**src/logic/gpctl_pkg.sv**
```systemverilog
// gpctl_pkg: register map, field positions, reset values and trigger modes for
// the per-pin control block. Assumes a 32-bit APB word per register.
package gpctl_pkg;
  localparam logic [11:0] GPCTL_CTRL_OFFS = 12'h060;
  localparam logic [11:0] GPCTL_STAT_OFFS = 12'h064;
  localparam logic [11:0] GPCTL_IMSK_OFFS = 12'h068;
  localparam int GPCTL_FWD_MASK_BIT = 25;
  localparam int GPCTL_TRIG_HI = 23;
  localparam int GPCTL_TRIG_LO = 21;
  localparam int GPCTL_IRQ_EN_BIT = 20;
  localparam int GPCTL_DRV_HI = 14;
  localparam int GPCTL_DRV_LO = 12;
  localparam int GPCTL_PU10K_BIT = 11;
  localparam int GPCTL_PD100K_BIT = 9;
  localparam int GPCTL_PU100K_BIT = 8;
  localparam int GPCTL_STAT_PEND_BIT = 0;
  localparam logic [31:0] GPCTL_CTRL_WMASK = 32'h02F0_7B00;
  localparam logic [2:0] GPCTL_DRV_RST = 3'h1;
  localparam logic [2:0] GPCTL_TRIG_RST = 3'h0;
  localparam logic [2:0] GPCTL_TRIG_RISE = 3'h0;
  localparam logic [2:0] GPCTL_TRIG_FALL = 3'h1;
  localparam logic [2:0] GPCTL_TRIG_BOTH = 3'h2;
  localparam logic [2:0] GPCTL_TRIG_HIGH = 3'h3;
  localparam logic [2:0] GPCTL_TRIG_LOW = 3'h4;
  localparam logic [31:0] GPCTL_CTRL_RST = 32'h0000_1000;
endpackage

```
**src/logic/gpctl_evt_if.sv**
```systemverilog
// gpctl_evt_if: trigger settings and detected event between the register
// file and the pin detector. Assumes one clock domain.
`timescale 1ns/1ps
interface gpctl_evt_if;
  logic [2:0] trig_mode;
  logic trig_event;
  modport ctrl (output trig_mode, input trig_event);
  modport det (input trig_mode, output trig_event);
endinterface

```
**src/logic/gpctl_detect.sv**
```systemverilog
// gpctl_detect: synchronises the pin and flags the selected trigger condition.
// Assumes pin_i may be asynchronous to the system clock.
`timescale 1ns/1ps
module gpctl_detect
  import gpctl_pkg::*;
(
  input wire logic sys_clk_i,
  input wire logic rst_i,
  input wire logic pin_i,
  gpctl_evt_if.det evt
);
  logic sync1_ff;
  logic sync2_ff;
  logic prev_ff;

  // two-stage synchroniser, then a history sample for edge compare
  always_ff @(posedge sys_clk_i) begin
    if (rst_i) begin
      sync1_ff <= 1'b0;
      sync2_ff <= 1'b0;
      prev_ff <= 1'b0;
    end else begin
      sync1_ff <= pin_i;
      sync2_ff <= sync1_ff;
      prev_ff <= sync2_ff;
    end
  end

  // mode decode; reserved codes never trigger
  always_comb begin
    unique case (evt.trig_mode)
      GPCTL_TRIG_RISE: evt.trig_event = sync2_ff & ~prev_ff;
      GPCTL_TRIG_FALL: evt.trig_event = ~sync2_ff & prev_ff;
      GPCTL_TRIG_BOTH: evt.trig_event = sync2_ff ^ prev_ff;
      GPCTL_TRIG_HIGH: evt.trig_event = sync2_ff;
      GPCTL_TRIG_LOW: evt.trig_event = ~sync2_ff;
      default: evt.trig_event = 1'b0;
    endcase
  end
endmodule

```
**src/logic/gpctl_regs.sv**
```systemverilog
// gpctl_regs: scratch reserve module for read-data muxing of the register file.
// Assumes the raw 12-bit APB address, decoded here.
`timescale 1ns/1ps
module gpctl_regs
  import gpctl_pkg::*;
(
  input wire logic [31:0] ctrl_i,
  input wire logic [31:0] stat_i,
  input wire logic [31:0] imsk_i,
  input wire logic [11:0] addr_i,
  output logic [31:0] rdata_o,
  output logic hit_o
);
  // word select; unmapped addresses read zero and report a miss
  always_comb begin
    hit_o = 1'b1;
    unique case (addr_i)
      GPCTL_CTRL_OFFS: rdata_o = ctrl_i;
      GPCTL_STAT_OFFS: rdata_o = stat_i;
      GPCTL_IMSK_OFFS: rdata_o = imsk_i;
      default: begin
        rdata_o = 32'h0000_0000;
        hit_o = 1'b0;
      end
    endcase
  end
endmodule

```
**src/logic/gpctl_top.sv**
```systemverilog
// gpctl_top: per-pin control register, trigger detection and interrupt
// forwarding for one general-purpose pin, reached over APB.
// Assumes one 200 MHz clock with synchronous active-high reset.
//
// Decided for this implementation: the APB slave port.
`timescale 1ns/1ps
module gpctl_top
  import gpctl_pkg::*;
(
  input wire logic sys_clk_i,
  input wire logic rst_i,
  input wire logic psel,
  input wire logic penable,
  input wire logic pwrite,
  input wire logic [11:0] paddr,
  input wire logic [31:0] pwdata,
  input wire logic [3:0] pstrb,
  output logic [31:0] prdata,
  output logic pready,
  output logic pslverr,
  input wire logic pin_i,
  output logic [2:0] drive_strength_select_o,
  output logic pullup_10k_enable_o,
  output logic pulldown_100k_enable_o,
  output logic pullup_100k_enable_o,
  output logic irq_pending_o,
  output logic interrupt_controller_req_o,
  output logic irq_o
);
  logic [31:0] ctrl_ff;
  logic pend_ff;
  logic imsk_ff;
  logic [31:0] prdata_ff;
  logic pslverr_ff;
  logic [31:0] rd_mux;
  logic hit;
  logic acc;
  logic wr;
  logic [31:0] bmask;
  logic pend_set;
  gpctl_evt_if evt ();

  assign acc = psel & penable;
  assign wr = acc & pwrite;
  // single-cycle access phase: ready whenever addressed
  assign pready = 1'b1;
  assign prdata = prdata_ff;
  assign pslverr = pslverr_ff;

  // byte-enable expansion for partial writes
  always_comb begin
    for (int i = 0; i < 4; i++) begin
      bmask[i*8 +: 8] = {8{pstrb[i]}};
    end
  end

  gpctl_detect u_det (
    .sys_clk_i(sys_clk_i),
    .rst_i(rst_i),
    .pin_i(pin_i),
    .evt(evt)
  );

  gpctl_regs u_regs (
    .ctrl_i(ctrl_ff),
    .stat_i({31'h0000_0000, pend_ff}),
    .imsk_i({31'h0000_0000, imsk_ff}),
    .addr_i(paddr),
    .rdata_o(rd_mux),
    .hit_o(hit)
  );

  // control register; only documented fields are writable
  always_ff @(posedge sys_clk_i) begin
    if (rst_i) begin
      ctrl_ff <= GPCTL_CTRL_RST;
    end else if (wr && paddr == GPCTL_CTRL_OFFS) begin
      ctrl_ff <= (ctrl_ff & ~(bmask & GPCTL_CTRL_WMASK))
        | (pwdata & bmask & GPCTL_CTRL_WMASK);
    end
  end

  assign evt.trig_mode = ctrl_ff[GPCTL_TRIG_HI:GPCTL_TRIG_LO];
  // pending set only while enabled
  assign pend_set = ctrl_ff[GPCTL_IRQ_EN_BIT] & evt.trig_event;

  // sticky pending, write one to clear; a new event wins over the clear
  always_ff @(posedge sys_clk_i) begin
    if (rst_i) begin
      pend_ff <= 1'b0;
    end else if (pend_set) begin
      pend_ff <= 1'b1;
    end else if (wr && paddr == GPCTL_STAT_OFFS && pstrb[0]
                 && pwdata[GPCTL_STAT_PEND_BIT]) begin
      pend_ff <= 1'b0;
    end
  end

  // local interrupt mask for irq_o
  always_ff @(posedge sys_clk_i) begin
    if (rst_i) begin
      imsk_ff <= 1'b0;
    end else if (wr && paddr == GPCTL_IMSK_OFFS && pstrb[0]) begin
      imsk_ff <= pwdata[0];
    end
  end

  // read data and error capture at the setup edge, before the access phase
  always_ff @(posedge sys_clk_i) begin
    if (rst_i) begin
      prdata_ff <= 32'h0000_0000;
      pslverr_ff <= 1'b0;
    end else if (psel && !penable) begin
      prdata_ff <= pwrite ? 32'h0000_0000 : rd_mux;
      pslverr_ff <= ~hit;
    end
  end

  // pad controls straight from the register
  assign drive_strength_select_o = ctrl_ff[GPCTL_DRV_HI:GPCTL_DRV_LO];
  assign pullup_10k_enable_o = ctrl_ff[GPCTL_PU10K_BIT];
  assign pulldown_100k_enable_o = ctrl_ff[GPCTL_PD100K_BIT];
  assign pullup_100k_enable_o = ctrl_ff[GPCTL_PU100K_BIT];

  // controller request gated by enable and forward mask; irq_o by the local mask
  assign irq_pending_o = pend_ff;
  assign interrupt_controller_req_o = pend_ff & ctrl_ff[GPCTL_FWD_MASK_BIT]
    & ctrl_ff[GPCTL_IRQ_EN_BIT];
  assign irq_o = pend_ff & imsk_ff;
endmodule

```
**config.mk**
```make
export PLATFORM = sky130hd
export DESIGN_NAME = gpctl_top
export DESIGN_NICKNAME = d
export VERILOG_FILES = /design/src/logic/gpctl_pkg.sv /design/src/logic/gpctl_evt_if.sv /design/src/logic/gpctl_detect.sv /design/src/logic/gpctl_regs.sv /design/src/logic/gpctl_top.sv
export SDC_FILE = /design/constraint.sdc
export NUM_CORES = 1
export LEC_CHECK = 0
export BUFFER_PORTS_ARGS = -buffer_cell sky130_fd_sc_hd__buf_4
export CORE_UTILIZATION = 32
export DETAILED_ROUTE_END_ITERATION = 8
export PLACE_DENSITY = 0.78
export SETUP_SLACK_MARGIN = 0.2
export SLEW_MARGIN = 10
export SYNTH_ARGS = -nofsm -noshare
export SYNTH_HDL_FRONTEND = slang
export SYNTH_SLANG_ARGS = --single-unit
```
**constraint.sdc**
```tcl
create_clock -name sys_clk_i -period 1.4 [get_ports sys_clk_i]
set_input_delay 0 -clock sys_clk_i [delete_from_list [all_inputs] [get_ports sys_clk_i]]
set_output_delay 0 -clock sys_clk_i [all_outputs]
set_load 0.02 [all_outputs]
```
# After elaboration in Yosys (flattened, before gate mapping)
# Cells that the tools add are included.
# op_classes
bitwise_logic	16
muxes	6
n_eq_ne	7
reduce_logical	11
# op_table
op	count
case mux 32 bit (3 select lines)	1
== test 12 x 7 -> 1 bit (second input constant)	3
bitwise AND 32 bit	1
2-to-1 mux 32 bit	1
inverter 26 -> 32 bit	1
bitwise OR 32 x 26 -> 32 bit	1
bitwise AND 26 bit	1
bitwise AND 1 bit	8
logical AND 1 bit	7
== test 3 x 2 -> 1 bit (second input constant)	2
case mux 1 bit (5 select lines)	1
== test 3 x 1 -> 1 bit (second input constant)	1
== test 3 bit (second input constant)	1
zero test 3 bit	1
2-to-1 mux 1 bit	3
inverter 1 bit	3
OR reduction 3 bit	1
nonzero test 2 bit	1
zero test 1 bit	1
bitwise XOR 1 bit	1
# word_totals
regBits	70
word_cells	48
out_inout_bits	43

# Logic depth before layout (Yosys ltp)
# Gate-level depths: netlist of run 1.
# depth
word_depth	7
mapped_depth	6
mapped_depth_nobuf	6

# Modules after synthesis
# From an unflattened synthesis of run 1, not the netlist that was laid out.
# unflattened
cells_unflattened	388
hier_area_um2	3200.6
# by_module_without_submodules
mod	seq_area_each_um2	cells_per_inst	instances	area_per_inst_um2
gpctl_top	920.9	226	1	1934.4
gpctl_regs	0.0	147	1	1113.6
gpctl_detect	60.1	15	1	152.6

# Worst setup path after synthesis of run 1
# Ideal clock, no wire load.
# synth_path
path_kind	register -> register
start	register u_det.prev_ff
end	register pend_ff, in the netlist irq_pending_o
t_required_ns	1.278
path_buffers	0
arrival_time_ns	1.274
path_stages_with_launch	7
slack_ns	0.004
cell_sequence	dfxtp_1 inv_1 ha_1 inv_1 mux4_2 a21oi_1 o21ai_0
# synth_between
elab_chain_len	5
word_cells_on_any_way	8
# synth_lines
item	line	rtl
from (decl)	gpctl_detect.sv:14	logic prev_ff;
from (signal assigned)	gpctl_detect.sv:25	prev_ff <= sync2_ff;
inverter 1 bit	gpctl_detect.sv:32	GPCTL_TRIG_RISE: evt.trig_event = sync2_ff & ~prev_ff;
bitwise AND 1 bit	gpctl_detect.sv:32	
case mux 1 bit (5 select lines) (*)	gpctl_detect.sv:31	unique case (evt.trig_mode)
bitwise AND 1 bit (*)	gpctl_top.sv:85	assign pend_set = ctrl_ff[GPCTL_IRQ_EN_BIT] & evt.trig_event;
2-to-1 mux 1 bit or nonzero test 2 bit (tied branches)	--	
to (signal assigned)	gpctl_top.sv:90	pend_ff <= 1'b0;
to (signal assigned)	gpctl_top.sv:92	pend_ff <= 1'b1;
to (signal assigned)	gpctl_top.sv:95	pend_ff <= 1'b0;
to (decl)	gpctl_top.sv:31	logic pend_ff;
# Every way passes the cells marked *; elsewhere a longest branch is shown, timed or not.
# A chain may end at the register's enable or synchronous reset.

# Final worst setup path of run 1
# Same ends and word-level chain as after synthesis.

==> impl_results.md, run 1 <==
- Fmax: 718 MHz
- Share of the synthesized area in the top cell type: 41.1%
- Status: finished, final reports clean
- P&R area growth vs syn: 43.5%
- Total clock sinks: 29
- Yosys top cell by area: dfxtp_1
- Chip width: 68.4 µm
- Hold depth: 3
- Least-Margin Pin Slew: 0.797 ns
- Drt drc: 0
- DR WL/cell: 12.5 µm
- I/O Pins: 97
- Crit-path cells: inv_2, ha_1, inv_1, mux4_2, a21oi_2, o21ai_1
- Final core utilization: 49.3%
- Setup crit end kind: flip-flop
- RSZ-0062 raised after global routing: yes
- Worst path top cell family by delay: multiplexers
- VDD IR max: 0.372 mV
- Total gr overflow: 0
- Commonest cells in the netlist: dfxtp_1, buf_4, a21oi_1
- Largest cells by area after synthesis: dfxtp_1, buf_4, a22o_1, a21oi_1, nand4_1
- Synth cell types: 32
- Ys async rst share: 0%
- Max Cap Viol: 0
- Post-synth EDFFs: 0
- Initial antenna violation count: 0
- IO Port Bufs: 55
- Full die area: 4680 µm²
- NumNets Final: 279
- Final setup TNS: 0 ns
- R2R Path End: irq_pending_o$_SDFFE_PP0P_
- Worst stage delay on the critical path: 0.45 ns
- CP Data Required Time: 1.57 ns
- Initial DRC count: 100
- Setup crit start kind: flip-flop
- Seq/Total Area, Yosys: 41.1%
- Layout cells sized above 1: 32.6%
- Reg2Reg Depth: 6
- Final Cycle Share: 99.6%
- Num CTS Buffers: 5
- Total GRT Usage: 16.1%
- Worst Path Arrival: 1.57 ns
- Final Hold Fails: 0
- Post-synthesis register bit count: 29
- Slowest cell on crit path: mux4_2
- Clk root buf: clkbuf_8
- DP Wirelength: 2430 µm
- Most common cell in the netlist: dfxtp_1
- Final Max Tran Viols: 0
- H-tree lvl count: 2
- FF-to-FF setup slack: 0.006 ns
- Crit Reg-Reg Startpoint: u_det.prev_ff$_SDFF_PP0_
- Power per cell area: 959 nW/µm²
- CP Class: reg -> reg
- CP Launch Point: u_det.prev_ff$_SDFF_PP0_
- Clock skew: 0.00293 ns
- Worst path buffer plus inverter count: 2
- # diodes: 0
- Endpoint, Worst Hold: prdata[0]$_SDFFE_PP0P_
- Post-Syn Area per Cell: 9.06 µm²
- Worst Min Path Start: pwrite
- Non-filler cells, final: 274
- Antenna viol nets, final: 0
- Gate count after technology mapping: 156
- Warnings from Yosys: 0
- Starting Density: 34.3%
- CTS max path bufs: 2
- Placed cells: 253
- DR vias/cell: 4.84
- Max-Slew Margin vs Limit: 46.7%
- WL final: 3430 µm
- Min Tclk post-route: 1.39 ns
- RePlAce Congestion: 0.770
- Vias in the first global route: 1,178
- Design area: 2030 µm²
- Worst Hold Margin: 0.0202 ns
- CTS clk-pin slew, worst paths: 0.06 ns
- Primary FF master, synth: dfxtp_1
- Crit-path max FO: 2
- First-pass GRT wire length: 5330 µm
- DIE HEIGHT: 68.4 µm
- CTS tree: done
- Hold Crit Class: in -> reg
- Leakage power: 0.903 nW
- Clk Latency, worst-skew pair: 0.28 ns
- Netlist Area Pre-Place: 1410 µm²
- DR vias: 1,327
- Setup violators final: 0
- Largest net degree at the start of global routing: 23
- Num rows: 23
- Core ar.: 4120 µm²
- Pre-Repair DR Iteration Count: 4
- Placed inst area: 1780 µm²
==> worst max-delay path by stage <==
stage | to | slack [ns] | depth (start not counted)
after global routing | irq_pending_o$_SDFFE_PP0P_ | -0.07 | 6
after detailed placement | irq_pending_o$_SDFFE_PP0P_ | 0.004 | 6
after CTS | irq_pending_o$_SDFFE_PP0P_ | -0.002 | 6
after global placement | irq_pending_o$_SDFFE_PP0P_ | 0.03 | 6
after floorplan | irq_pending_o$_SDFFE_PP0P_ | 0.05 | 6
final | irq_pending_o$_SDFFE_PP0P_ | 0.006 | 6
==> timing repair <==
action                                 in CTS  in global routing
buffers inserted                            0                  0
endpoints found under the hold margin      13                  0
hold buffers                               13                  0
resized for setup                           1                  0
setup endpoints to repair                   1                  2
==> cells by family after synthesis <==
group                      after synthesis  share of synthesized area [%]
AOI/OAI and AO/OA                       40                           18.1
adders and majority gates                2                           1.77
buffers and inverters                   36                           16.7
and+or+nand+nor                         45                           19.5
other                                    2                          0.532
muxes                                    2                           2.30
DFF                                     29                           41.1
==> where the power goes <==
group	leakage, nW	switching, W	internal (W)
Sequential	0.235	0.00000319	0.000831
Clock	0.0585	0.000311	0.000579
Combinational	0.610	0.000116	0.000104
Total	0.903	0.000430	0.00151
==> cell usage in the layout (no fill, tap or decap), types with 3 or more instances in the layout <==
cell | Yosys | routed
dfxtp_1 | 29 | 28
and2_1 | 3 | 3
buf_4 | 26 | 60
a21oi_1 | 13 | 12
nand2b_1 | 5 | 5
inv_1 | 4 | 3
conb_1 | 2 | 21
dlygate4sd3_1 | 0 | 13
a22o_1 | 11 | 11
nand4_1 | 10 | 10
nor2b_1 | 5 | 5
o21ai_0 | 11 | 10
clkbuf_8 | 0 | 6
nor2_1 | 7 | 7
nand3_1 | 4 | 4
==> layout make-up <==
cell class	instances	area (µm²)
inverters	4	15.0
flip-flops and latches	29	582
clock buffers	7	86.3
repair buffers	73	581
clock inverters	1	30.0
multi-input cells	110	671
well taps	50	62.6
fillers	416	2090
==> worst register-to-register path: cells and delay by family (launching register included) <==
| kind | cells | cell delay, ns |
|---|---|---|
| multiplexers | 1 | 0.45 |
| flip-flops | 1 | 0.33 |
| adder cells (fa/ha/maj) | 1 | 0.26 |
| AO/OA/AOI/OAI | 2 | 0.19 |
| buffers and inverters | 2 | 0.06 |
==> per-layer routing <==
metal  track usage [%]  wire length (µm)  share of wire (%)  up-vias
li1                  -                 -                  -      646
met1              19.2              1450                 42      615
met2              26.3              1670                 49       59
met3              4.00               245                7.2        7
met4              8.59                63                1.8        0
met5                 0                 0                  0        -
==> stage by stage <==
step / worst slack [ns] / power (W)
after global placement: 0.0264 / 0.00104
after detailed placement: 0.00437 / 0.00104
after global routing: -0.0689 / 0.00203
final: 0.00627 / 0.00194
after floorplan: 0.0477 / 0.000991
after CTS: -0.00242 / 0.00196
Power figures use the tool's default switching activity.
==> run 2: changes to the inputs <==
--- a/config.mk
+++ b/config.mk
@@ -8,9 +8,10 @@
 export BUFFER_PORTS_ARGS = -buffer_cell sky130_fd_sc_hd__buf_4
 export CORE_UTILIZATION = 32
 export DETAILED_ROUTE_END_ITERATION = 8
-export PLACE_DENSITY = 0.78
+export PLACE_DENSITY = 0.76
 export SETUP_SLACK_MARGIN = 0.2
 export SLEW_MARGIN = 10
 export SYNTH_ARGS = -nofsm -noshare
 export SYNTH_HDL_FRONTEND = slang
 export SYNTH_SLANG_ARGS = --single-unit
+export TNS_END_PERCENT = 30
==> constraint.sdc (replaced) <==
create_clock -name sys_clk_i -period 1.65 [get_ports sys_clk_i]
set_input_delay 0 -clock sys_clk_i [delete_from_list [all_inputs] [get_ports sys_clk_i]]
set_output_delay 0 -clock sys_clk_i [all_outputs]
set_load 0.02 [all_outputs]
==> impl_results.md, run 2 (synthesis gave the netlist of run 1 again) <==
- Status: finished, final reports clean
- Worst Path Arrival: 1.62 ns (+0.05 ns)
- Vias in the first global route: 1,139 (-3.3%)
- CTS tree: done
- Antenna viol nets, final: 0 (unchanged)
- Critical path's most frequent cell: inv_2
- Starting Density: 34.3% (unchanged)
- CTS clk-pin slew, worst paths: 0.06 ns (about the same)
- Sw frac: 26.4% (+4.3 points)
- IO Port Bufs: 55 (unchanged)
- Clk root buf: clkbuf_8
- Max-Slew Margin vs Limit: 44.5% (-2.2 points)
- Setup crit end kind: flip-flop
- Clk Latency, worst-skew pair: 0.29 ns (about the same)
- DR vias/cell: 4.75 (-1.9%)
- Total GRT Usage: 16.1% (+0.029 points)
- Initial DRC count: 76 (-24%)
- Num rows: 23 (unchanged)
- Layout cells sized above 1: 34.2% (+1.6 points)
- Worst stage delay on the critical path: 0.45 ns (about the same)
- Total clock sinks: 29 (unchanged)
- Placed cells: 252 (-0.40%)
- CP Class: reg -> reg
- RePlAce Congestion: 0.708 (-8.0%)
- CP Launch Point: u_det.prev_ff$_SDFF_PP0_
- Least-Margin Pin Slew: 0.829 ns (+0.0323 ns)
- Commonest non-fill, non-tap cell in the layout: buf_4
- Sequential fraction of design power: 47.9% (+5.0 points)
- Switching Power: 0.000391 W (-9.2%)
- P_int: 0.00109 W (-28%)
- H-tree lvl count: 2 (unchanged)
- Full die area: 4680 µm² (unchanged)
- Comb pwr share: 13.0% (+1.7 points)
- Initial antenna violation count: 0 (unchanged)
- Final Cycle Share: 87.4% (-12 points)
- Non-filler cells, final: 275 (+0.36%)
- # diodes: 0 (unchanged)
- Total gr overflow: 0 (unchanged)
- Max Cap Viol: 0 (unchanged)
- Num CTS Buffers: 5 (unchanged)
- CP Data Required Time: 1.82 ns (+0.25 ns)
- Setup crit start kind: flip-flop
- I/O Pins: 97 (unchanged)
- Worst Min Path Start: pwrite
- Crit Reg-Reg Startpoint: u_det.prev_ff$_SDFF_PP0_
- Fmax: 693 MHz (-3.4%)
- First-pass GRT wire length: 5310 µm (-0.38%)
- Chip width: 68.4 µm (unchanged)
- Worst path buffer plus inverter count: 2 (unchanged)
- Worst path top cell family by delay: multiplexers
- CTS max path bufs: 2 (unchanged)
- Final Hold Fails: 0 (unchanged)
- Core ar.: 4120 µm² (unchanged)
- Crit-path max FO: 2 (unchanged)
- Commonest non-fill, non-tap cells in the layout: buf_4, dfxtp_1, conb_1
- DP Wirelength: 2430 µm (about the same)
- Largest net degree at the start of global routing: 23 (unchanged)
- Clk network pwr share: 39.1% (-6.7 points)
- Final setup TNS: 0 ns (unchanged)
- DIE HEIGHT: 68.4 µm (unchanged)
- Drt drc: 0 (unchanged)
- Pre-Repair DR Iteration Count: 4 (unchanged)
- P&R area growth vs syn: 43.0%
- DR vias: 1,306 (-1.6%)
- Final Max Tran Viols: 0 (unchanged)
- WL final: 3530 µm (+3.0%)
- VDD IR max: 0.456 mV (+22%)
- Slowest cell on crit path: mux4_2
- Min Tclk post-route: 1.44 ns (+0.0492 ns)
- Crit-path cells: inv_2, ha_4, inv_2, mux4_2, a21oi_2, o21ai_1
- NumNets Final: 280 (+0.36%)
- DR WL/cell: 12.8 µm (+2.6%)
- Leakage power: 0.892 nW (-1.1%)
- Setup violators final: 0 (unchanged)
- RSZ-0062 raised after global routing: yes
- Clock skew: 0.00830 ns (+0.00536 ns)
- Power per cell area: 731 nW/µm² (-24%)
- Hold Crit Class: in -> reg
- Fillers: 406 (-2.4%)
run 2: what timing repair did:
item	4_1_cts	5_1_grt
pin swaps	2	3
resized for setup	3	4
endpoints found under the hold margin	13	0
buffers inserted	0	1
setup endpoints to repair	1	1
hold buffers	14	0
run 2: power by group through the flow:
stage          Sequential, W  Combinational [W]  Clock [W]
2_1_floorplan       0.000724           0.000116          0
3_3_place_gp        0.000723           0.000159          0
3_5_place_dp        0.000722           0.000161          0
4_1_cts             0.000707           0.000188   0.000586
5_1_grt             0.000708           0.000208   0.000623
6_report            0.000708           0.000192   0.000578
run 2: layer usage:
| layer | global-route usage (%) | share of wire, % |
|---|---|---|
| met2 | 25.7 | 47 |
| met3 | 7.33 | 8.8 |
| met1 | 18.7 | 43 |
| met5 | 0 | 0 |
| met4 | 6.25 | 1.9 |
run 2: per-stage QoR:
stage	power (W)	setup slack [ns]	instance area [µm²]	hold WS (ns)	util, %
2_1_floorplan	0.000840	0.254	1480	0.128	-
3_5_place_dp	0.000883	0.166	1770	0.217	43.0
6_report	0.00148	0.207	2020	0.00991	49.1
4_1_cts	0.00148	0.210	2000	0.00701	48.6
3_3_place_gp	0.000882	0.215	1770	0.212	43.0
5_1_grt	0.00154	0.179	2020	0.00614	49.1
run 2: worst reg2reg max path, stage by stage, from the launching register on:
cell	delay (ns)
dfxtp_2	0.33
inv_2	0.05
ha_4	0.25
inv_2	0.02
mux4_2	0.45
a21oi_2	0.15
o21ai_1	0.08
run 2: layout make-up:
cell class	count	area [µm²]	area share (%)
clock buffers	5	68.8	3.41
clock inverters	3	17.5	0.867
inverters	4	15.0	0.743
multi-input cells	110	683	33.8
flip-flops and latches	29	583	28.9
well taps	50	62.6	3.10
repair buffers	74	591	29.2
run 2: path summary, 6_finish.rpt:
| kind | endpoint | slack (ns) | cells after the start |
|---|---|---|---|
| max | irq_pending_o$_SDFFE_PP0P_ | 0.21 | 6 |
| min | prdata[0]$_SDFFE_PP0P_ | 0.01 | 3 |
| max reg2reg | irq_pending_o$_SDFFE_PP0P_ | 0.21 | 6 |
| min reg2reg | u_det.sync2_ff$_SDFF_PP0_ | 0.44 | 1 |
